**src/rtl/mbi_pkg.sv**
```systemverilog
// shared constants and types for the processor memory bus interface
package mbi_pkg;
  localparam int MBI_ADDR_W = 26;
  localparam int MBI_DATA_W = 32;
  localparam logic [25:0] MBI_RESET_VECTOR = 26'h0000000;
  localparam logic [25:0] MBI_ADDR_STEP = 26'h0000004;
  localparam logic [1:0] MBI_MODE_USER = 2'h0;
  localparam logic [1:0] MBI_MODE_SVC = 2'h3;
  localparam logic [1:0] MBI_RST_SYNC_INIT = 2'h3;
  // cycle kinds that the core asks for
  typedef enum logic [1:0] {MBI_OP_SEQ, MBI_OP_JUMP, MBI_OP_IDLE} mbi_op_t;
  typedef enum {MBI_ST_RESET, MBI_ST_RUN} mbi_state_t;
endpackage

```
**src/rtl/mbi_cyc_if.sv**
```systemverilog
// interface between the bus sequencer and its address latch stage
`timescale 1ns/1ps
`default_nettype none
interface mbi_cyc_if;
  logic [25:0] next_addr;
  logic latch_en;
  logic [25:0] pin_addr;
  modport seq (output next_addr, output latch_en, input pin_addr);
  modport lat (input next_addr, input latch_en, output pin_addr);
endinterface
`default_nettype wire

```
**src/rtl/mbi_bus_if.sv**
```systemverilog
// processor memory bus interface: reset fetches, indicators, address and data drivers
`timescale 1ns/1ps
`default_nettype none
// How it works
// - reset abandons the current core request
// - after reset release, fetch from zero
// - dummy fetches increment during reset
// - dummy fetch address wraps to zero
// - translate indicator low for user/forced
// - mode lines are inverted mode bits
// - consecutive hint when address plus four
// - consecutive hint for idle then same address
// - hint issued one cycle ahead
// - address latch holds when enable low
// - address presented one cycle ahead
// - address drivers off when enable low
// - write data driven through whole cycle
// - data drivers off when enable low
// - data drivers off except writes
// - write/read line one cycle ahead
// - request line low for next access
module mbi_bus_if
  import mbi_pkg::*;
(
  // clock and reset
  input wire logic clk_in,
  input wire logic rst_in,
  // core side: request for the next bus cycle
  input wire logic [1:0] core_op_in,
  input wire logic [25:0] core_jump_addr_in,
  input wire logic core_write_in,
  input wire logic core_force_user_access_indicator_n_in,
  input wire logic [1:0] core_mode_in,
  input wire logic [31:0] core_wdata_in,
  output logic core_abort_out,
  output logic [31:0] core_rdata_out,
  output logic core_fetching_out,
  // pin side controls
  input wire logic addr_latch_enable_in,
  input wire logic addr_drive_enable_in,
  input wire logic data_drive_enable_in,
  // pin side address and status
  output logic [25:0] addr_out,
  output logic [25:0] addr_oe_n_out,
  output logic write_read_out,
  output logic mem_request_n_out,
  output logic next_addr_consecutive_out,
  output logic user_access_indicator_n_out,
  output logic [1:0] mode_n_out,
  // pin side data bus
  input wire logic [31:0] data_in,
  output logic [31:0] data_out,
  output logic [31:0] data_oe_n_out
);
  typedef struct packed {
    logic [1:0] rst_a;
    logic [1:0] rst_b;
    logic [1:0] ale_s;
    logic [1:0] abe_s;
    logic [1:0] dbe_s;
    logic [1:0] ale_a;
    logic [1:0] abe_a;
    logic [1:0] dbe_a;
    logic in_reset;
    logic [25:0] addr;
    logic wr;
    logic req_n;
    logic seq;
    logic user_access_indicator_n_n;
    logic [1:0] mode_n;
    logic wr_now;
    logic [31:0] wdata;
    logic [31:0] rdata;
    logic abort;
  } mbi_st_t;
  // power-up value gives the dummy-fetch counter a known start before the first reset
  mbi_st_t st_r = '0;
  mbi_st_t st_nxt;
  mbi_cyc_if cyc ();

  logic rst_pin;
  logic ale_q;
  logic abe_q;
  logic dbe_q;
  logic [1:0] op;
  assign rst_pin = st_r.rst_b[1];
  assign ale_q = st_r.ale_a[1];
  assign abe_q = st_r.abe_a[1];
  assign dbe_q = st_r.dbe_a[1];
  assign op = core_op_in;

  // next-cycle sequencer; the reset and enable pins pass four flops first, read data one, and raw reset also acts at once
  always_comb begin
    st_nxt = st_r;
    st_nxt.rst_a = {st_r.rst_a[0], rst_in};
    st_nxt.rst_b = {st_r.rst_b[0], st_r.rst_a[1]};
    st_nxt.ale_s = {st_r.ale_s[0], addr_latch_enable_in};
    st_nxt.ale_a = {st_r.ale_a[0], st_r.ale_s[1]};
    st_nxt.abe_s = {st_r.abe_s[0], addr_drive_enable_in};
    st_nxt.abe_a = {st_r.abe_a[0], st_r.abe_s[1]};
    st_nxt.dbe_s = {st_r.dbe_s[0], data_drive_enable_in};
    st_nxt.dbe_a = {st_r.dbe_a[0], st_r.dbe_s[1]};
    st_nxt.abort = 1'b0;
    st_nxt.wr_now = st_r.wr & ~st_r.req_n;
    st_nxt.wdata = core_wdata_in;
    // sample read data at cycle end
    if (!st_r.wr && !st_r.req_n) begin
      st_nxt.rdata = data_in;
    end
    st_nxt.mode_n = ~core_mode_in;
    // translate low in user or forced
    st_nxt.user_access_indicator_n_n = ~((core_mode_in == MBI_MODE_USER) | core_force_user_access_indicator_n_in);
    // the raw reset starts dummy fetches at once; the synced copy stretches them past release
    if (rst_in || rst_pin) begin
      st_nxt.abort = ~st_r.in_reset;
      st_nxt.in_reset = 1'b1;
      // dummy fetch, wraps naturally at top
      st_nxt.addr = st_r.addr + MBI_ADDR_STEP;
      st_nxt.wr = 1'b0;
      st_nxt.req_n = 1'b0;
      st_nxt.seq = 1'b1;
      st_nxt.user_access_indicator_n_n = 1'b1;
    end else if (st_r.in_reset) begin
      st_nxt.in_reset = 1'b0;
      st_nxt.addr = MBI_RESET_VECTOR;
      st_nxt.wr = 1'b0;
      st_nxt.req_n = 1'b0;
      st_nxt.seq = 1'b0;
    end else begin
      // next cycle presented one cycle ahead
      case (op)
        MBI_OP_SEQ: begin
          st_nxt.addr = st_r.addr + MBI_ADDR_STEP;
          st_nxt.req_n = 1'b0;
          st_nxt.seq = 1'b1;
          st_nxt.wr = core_write_in;
        end
        MBI_OP_JUMP: begin
          // idle then same address is consecutive
          st_nxt.seq = st_r.req_n & (core_jump_addr_in == st_r.addr);
          st_nxt.addr = core_jump_addr_in;
          st_nxt.req_n = 1'b0;
          st_nxt.wr = core_write_in;
        end
        MBI_OP_IDLE: begin
          st_nxt.req_n = 1'b1;
          st_nxt.seq = 1'b0;
          st_nxt.wr = 1'b0;
        end
        default: begin
          st_nxt.req_n = 1'b1;
          st_nxt.seq = 1'b0;
          st_nxt.wr = 1'b0;
        end
      endcase
    end
  end

  // reset keeps the dummy fetch sequencer running; reset, latch and address enable synchroniser stages start high so those enables act from release
  always_ff @(posedge clk_in) begin
    if (rst_in) begin
      st_r <= st_nxt;
      st_r.ale_s <= MBI_RST_SYNC_INIT;
      st_r.ale_a <= MBI_RST_SYNC_INIT;
      st_r.abe_s <= MBI_RST_SYNC_INIT;
      st_r.abe_a <= MBI_RST_SYNC_INIT;
      st_r.rst_a <= MBI_RST_SYNC_INIT;
      st_r.rst_b <= MBI_RST_SYNC_INIT;
      st_r.mode_n <= ~MBI_MODE_SVC;
    end else begin
      st_r <= st_nxt;
    end
  end

  // address goes through the latch stage
  assign cyc.next_addr = st_nxt.addr;
  assign cyc.latch_en = ale_q;
  mbi_addr_latch u_latch (
    .clk_in(clk_in),
    .rst_in(rst_in),
    .cyc(cyc.lat)
  );

  // outputs; the hint, request and direction lead by one cycle
  // hint one cycle ahead
  assign next_addr_consecutive_out = st_r.seq;
  assign mem_request_n_out = st_r.req_n;
  assign write_read_out = st_r.wr;
  assign user_access_indicator_n_out = st_r.user_access_indicator_n_n;
  assign mode_n_out = st_r.mode_n;
  assign addr_out = cyc.pin_addr;
  assign addr_oe_n_out = {26{~abe_q}};
  // write data held across the cycle
  assign data_out = st_r.wdata;
  assign data_oe_n_out = {32{~(st_r.wr_now & dbe_q)}};
  assign core_abort_out = st_r.abort;
  assign core_rdata_out = st_r.rdata;
  assign core_fetching_out = st_r.in_reset;

  a_reset_incr: assert property (@(posedge clk_in) disable iff (rst_in)
    rst_pin && st_r.in_reset |=> st_r.addr == $past(st_r.addr) + MBI_ADDR_STEP) else $error("dummy fetch no increment");
  a_restart_zero: assert property (@(posedge clk_in) disable iff (rst_in)
    !rst_pin && st_r.in_reset |=> st_r.addr == MBI_RESET_VECTOR && !st_r.req_n) else $error("no restart at zero");
  a_reset_abort: assert property (@(posedge clk_in) disable iff (rst_in)
    $rose(rst_pin) && !st_r.in_reset |=> core_abort_out) else $error("no abort on reset");
  a_wrap_zero: assert property (@(posedge clk_in) disable iff (rst_in)
    rst_pin && st_r.addr == 26'h3fffffc |=> st_r.addr == 26'h0000000) else $error("no wrap");
  a_user_access_indicator_n_user: assert property (@(posedge clk_in) disable iff (rst_in)
    !rst_pin && core_mode_in == MBI_MODE_USER |=> !user_access_indicator_n_out) else $error("translate not low");
  a_mode_inv: assert property (@(posedge clk_in) disable iff (rst_in)
    1'b1 |=> mode_n_out == ~$past(core_mode_in)) else $error("mode lines wrong");
  a_seq_incr: assert property (@(posedge clk_in) disable iff (rst_in)
    !rst_pin && !st_r.in_reset && op == MBI_OP_SEQ |=> next_addr_consecutive_out && !mem_request_n_out)
    else $error("consecutive hint missing");
  a_addr_off: assert property (@(posedge clk_in) disable iff (rst_in)
    !abe_q |-> addr_oe_n_out == 26'h3ffffff) else $error("address driven while disabled");
  a_data_read: assert property (@(posedge clk_in) disable iff (rst_in)
    !st_r.wr_now || !dbe_q |-> data_oe_n_out == 32'hffffffff) else $error("data driven outside write");
  c_reset_run: cover property (@(posedge clk_in) disable iff (rst_in) $fell(st_r.in_reset));
  c_write: cover property (@(posedge clk_in) disable iff (rst_in) data_oe_n_out == 32'h00000000);
  c_idle_same: cover property (@(posedge clk_in) disable iff (rst_in) st_r.req_n ##1 next_addr_consecutive_out);
endmodule
`default_nettype wire

```
**src/rtl/mbi_addr_latch.sv**
```systemverilog
// address latch stage: passes new address while enabled, else holds
`timescale 1ns/1ps
`default_nettype none
module mbi_addr_latch
  import mbi_pkg::*;
(
  // clock and reset
  input wire logic clk_in,
  input wire logic rst_in,
  // sequencer side
  mbi_cyc_if.lat cyc
);
  typedef struct packed {
    logic [25:0] held;
  } mbi_lat_st_t;
  mbi_lat_st_t st_r, st_nxt;

  // hold register models the dynamic latch in a clocked form
  always_comb begin
    st_nxt = st_r;
    if (cyc.latch_en) begin
      st_nxt.held = cyc.next_addr;
    end
  end

  always_ff @(posedge clk_in) begin
    if (rst_in) begin
      // during reset the dummy fetch addresses flow straight to the pins
      st_r.held <= cyc.next_addr;
    end else begin
      st_r <= st_nxt;
    end
  end

  assign cyc.pin_addr = st_r.held;

  a_latch_hold: assert property (@(posedge clk_in) disable iff (rst_in)
    !cyc.latch_en |=> $stable(cyc.pin_addr)) else $error("address changed while latch closed");
endmodule
`default_nettype wire

```
**config.mk**
```make
export PLATFORM = sky130hd
export DESIGN_NAME = mbi_bus_if
export DESIGN_NICKNAME = d
export VERILOG_FILES = /design/src/rtl/mbi_pkg.sv /design/src/rtl/mbi_cyc_if.sv /design/src/rtl/mbi_bus_if.sv /design/src/rtl/mbi_addr_latch.sv
export SDC_FILE = /design/constraint.sdc
export NUM_CORES = 1
export LEC_CHECK = 0
export BUFFER_PORTS_ARGS = -buffer_cell sky130_fd_sc_hd__buf_2
export CORE_MARGIN = 1.5
export CORE_UTILIZATION = 52
export CTS_CLUSTER_DIAMETER = 30
export DETAILED_ROUTE_END_ITERATION = 7
export PLACE_DENSITY = 0.85
export SYNTH_ARGS = -nofsm -noshare
export SYNTH_HDL_FRONTEND = slang
export SYNTH_SLANG_ARGS = --single-unit
```
**constraint.sdc**
```tcl
create_clock -name clk_in -period 3.9 [get_ports clk_in]
set_clock_uncertainty 0.05 [all_clocks]
set_input_delay 0.39 -clock clk_in [delete_from_list [all_inputs] [get_ports clk_in]]
set_output_delay 0.39 -clock clk_in [all_outputs]
set_load 0.02 [all_outputs]
```
==> run summary <==
The flow ran to the end, and the final reports show no timing, DRC or antenna violations. The die is 111 um tall. The total routing usage reported by global routing is 0.234, and the number of vias after detailed routing is 4457. The net count after synthesis was 657; the die area was 12400 sq um. The setup check on the worst reg-to-reg path leaves a slack of 1580 ps.

In this run the tool buffered the top-level ports with 256 buffer cells. The first TritonRoute pass finished after 5 iterations. Clock tree synthesis found a total of 141 sinks. Global routing finished with a remaining overflow of 0.

The count of nets left with antenna violations once routing finished came out at 0. The instance count of the mapped netlist came out at 555. After synthesis, the largest family of logic cells by area is buffers and inverters. Layout overhead on the synthesized area: 17.3%.

The clock tree synthesis step divided the H-tree into 4 levels. The number of filler instances in the final layout was 918. The worst supply voltage drop on vdd is 473 uV, and the synthesized-area fraction occupied by ao, oa, aoi and oai cells is 0.0878.

Buffers inserted to repair hold after CTS numbered 0. The run gives 0 as the number of max-capacitance violations reported. The synthesized area per cell works out to 11.0 sq um. After synthesis the cells add up to 6100 sq um.

The internal portion of the total power is 0.00303 W. The fraction of power consumed by combinational cells is 0.169, and the buffer levels on the longest clock path is 2. The portion of the clock cycle consumed by the worst path in the final layout is 0.594. The run gives 410 ps as the clock latency reported for the late side of the worst-skew pair. Traced cell by cell, the critical path runs through nand3_1 -> or4_4 -> o311a_2 -> a221o_1.

The biggest cell delay along the critical path was 620 ps; the die width was 111 um. For the first-pass GRT wire length, the log shows 22400 um. 257 I/O pins were placed. The critical path endpoint category is a flop. In the layout the commonest cells are buf_2 (256), dfxtp_1 (83), edfxtp_1 (58), nand2_1 (45), xor2_1 (26).

Of all nets on the critical path, the largest fanout is 14. Dividing the detail-routed via count by the number of cells gives 5.29. The proportion of total power due to net switching came out at 0.294. The tools report the sequential cell area fraction in the yosys report as 0.558. The leading cell type in the layout, fill and taps excluded is buf_2. The static leakage is 3.29 nW. At the worst endpoint, the arrival time is 2430 ps. The sequential share of power is 0.460, and the synthesized-area fraction occupied by and/or/nand/nor cells is 0.121. The share of the synthesized area in the top cell type came out at 0.286.

Largest net degree at the start of global routing: 62. Clock network power share: 0.372. For the first-iteration detailed-routing DRC count, the log shows 574. The effective utilization at floorplan is 0.534, and the average wire per cell in the routed design is 17.6 um. After synthesis, the cell types taking the most area are edfxtp_1 (29%), dfxtp_1 (27%), buf_4 (15%), xor2_1 (3.7%), nand2_1 (2.8%). The tightest min-delay check is of the primary input to flop type. The finished layout holds 843 standard cells, fillers aside. The slew of the pin with the lowest slew margin works out to 1010 ps.

The tools report the max-slew violation count as 0. Setup repair after global routing left no endpoint under its margin. The xor/xnor cell area share of the yosys netlist is 0.0474, and the clock buffer count from CTS is 17. The total wire length after detailed routing was 14800 um. The tools report the terminating pin of the worst hold path as data_out[6]. TritonCTS built the clock tree.

Setup violations remaining at the end of the flow were counted as 0. Clock tree synthesis selected as its root buffer the cell clkbuf_16. The worst reg-to-reg path cell count came out at 4. Kind of launch point of the worst setup path: a flop. The data required time at the worst endpoint came out at 4010 ps. The power density of the placed cells was 600 nW/um^2; the top achievable clock speed was 431 MHz. The largest total area in the synthesized netlist belongs to edfxtp_1.

The kind of critical path is flop to flop. The count of warnings emitted by yosys was 0. Once detailed placement completed, the half-perimeter wirelength came to 10600 um. After clock tree synthesis, the clock-pin slew on the worst setup and hold paths is 60 ps. The number of flops mapped to enable cells by yosys came out at 58. The initial antenna violation count is 0, and the share of layout cells above drive strength 1 is 0.447. After routing, the total negative slack on setup checks comes to 0 ps.

The tools report the number of instances in the placed design as 811. The number of cells on the worst hold path is 1, and the post-synthesis async set-or-reset flop share is 0. Number of core rows: 39. The core region is 11400 sq um.

The logs give 52 for the distinct cell type count after synthesis and 0 for the remaining design rule violation count. The tools report the capture point of the worst reg-to-reg path as u_latch.cyc.pin_addr[22]. Post-cts repair resize count: 0. The worst-path cell with the longest stage delay was or4_4.

The launch point of the worst reg-to-reg path was st_r[80]. The fraction of synthesized area in multiplexers came out at 0.00185. The logs give 0 for the number of inserted diodes and 0.00126 W for the switching power summed over all nets. The adder-cell share of the synthesized area was 0.00205. The tools report the final net count as 789. The hold path startpoint was core_wdata_in[6].

The run gives 0.882 as the placer's final routability congestion estimate. Among all flip-flop cells after synthesis, the most frequent one is dfxtp_1. After layout, the minimum clock period comes to 2320 ps.

The flop and latch count out of synthesis is 141. The via count of the first global-routing pass is 4267, and the number of post-CTS setup repair buffers is 0. The run gives 0.326 as the relative slew slack. The final hold violation count came out at 0.
## critical path, delay by kind of cell, from the launching register on
kind / cells / cell delay (ps)
simple gates: 2 / 840
compound gates: 2 / 710
flops: 1 / 460
## synth_stat cells (2+ instances only)
| cell type | number |
|---|---|
| buf_4 | 122 |
| dfxtp_1 | 83 |
| edfxtp_1 | 58 |
| nand2_1 | 45 |
| nor2_1 | 26 |
| xor2_1 | 26 |
| inv_1 | 18 |
| o21ai_0 | 18 |
| clkbuf_1 | 17 |
| a221o_1 | 15 |
| nand3_1 | 14 |
| or2_2 | 13 |
| a22oi_1 | 12 |
| nand4_1 | 9 |
| nor4_1 | 9 |
| xnor2_1 | 7 |
| o211ai_1 | 6 |
| or4_1 | 5 |
| a32oi_1 | 4 |
| and3_1 | 4 |
| buf_6 | 4 |
| nor3_1 | 4 |
| nand2b_1 | 3 |
| a21oi_1 | 2 |
| and4_1 | 2 |
| buf_1 | 2 |
| or3_1 | 2 |
## routing by layer
metal  GRT usage  routed length [um]
met3      0.0558                1130
met5           0                   0
met4      0.0911                 302
met1       0.296                6140
met2       0.389                7250
## state kept, by name (all words and copies together) (netlist names), 2 cells and up
signal                flops
data_out                 32
core_rdata_out           32
u_latch.cyc.pin_addr     26
mode_n_out                2
st_nxt                   12
st_r                     27
## through the flow
stage          utilization  worst slack [ps]  power (W)  hold WS (ps)  area (sq um)
5_1_grt              0.626              1500    0.00446          6.99          7150
4_1_cts              0.626              1630    0.00431          5.42          7150
2_1_floorplan            -              1650    0.00248           260          6100
3_3_place_gp         0.573              1570    0.00268           267          6550
6_report             0.626              1580    0.00429          24.0          7150
3_5_place_dp         0.573              1520    0.00270           264          6550
## power by group through the flow
stage / clock (W) / sequential [W] / combinational (W)
after global placement: 0 / 0.00198 / 0.000698
after detailed placement: 0 / 0.00199 / 0.000714
after global routing: 0.00169 / 0.00199 / 0.000776
final: 0.00160 / 0.00197 / 0.000725
after CTS: 0.00163 / 0.00196 / 0.000719
after floorplan: 0 / 0.00201 / 0.000466
## cell families (layout without fill, tap and decap cells)
| family | Yosys count | count (layout) |
|---|---|---|
| DFF | 141 | 141 |
| buffers and inverters | 164 | 309 |
| muxes | 1 | 1 |
| and+or+nand+nor | 144 | 144 |
| adders and majority gates | 1 | 1 |
| AOI/OAI and AO/OA | 71 | 71 |
| xor gates and xnor gates | 33 | 33 |
## final cells by class
type,count,area [sq um],share of cell area
clock buffers,22,539,0.0754
clock inverters,10,68.8,0.00962
inverters,18,67.6,0.00945
multi-input cells,250,1590,0.222
flip-flops and latches,141,3400,0.476
well taps,143,179,0.0250
repair buffers,259,1300,0.182
## worst max-delay path by stage
stage,from,endpoint,slack (ps),cells past startpoint
detailed placement,core_op_in[1],u_latch.cyc.pin_addr[19],1520,5
finish,st_r[80],u_latch.cyc.pin_addr[22],1580,4
global route,st_r[74],u_latch.cyc.pin_addr[18],1500,5
CTS,st_r[82],u_latch.cyc.pin_addr[22],1630,4
global placement,core_op_in[1],u_latch.cyc.pin_addr[19],1570,5
floorplan,mem_request_n_out,core_rdata_out[0],1650,1
No activity file was read; power rests on OpenSTA's default activity.
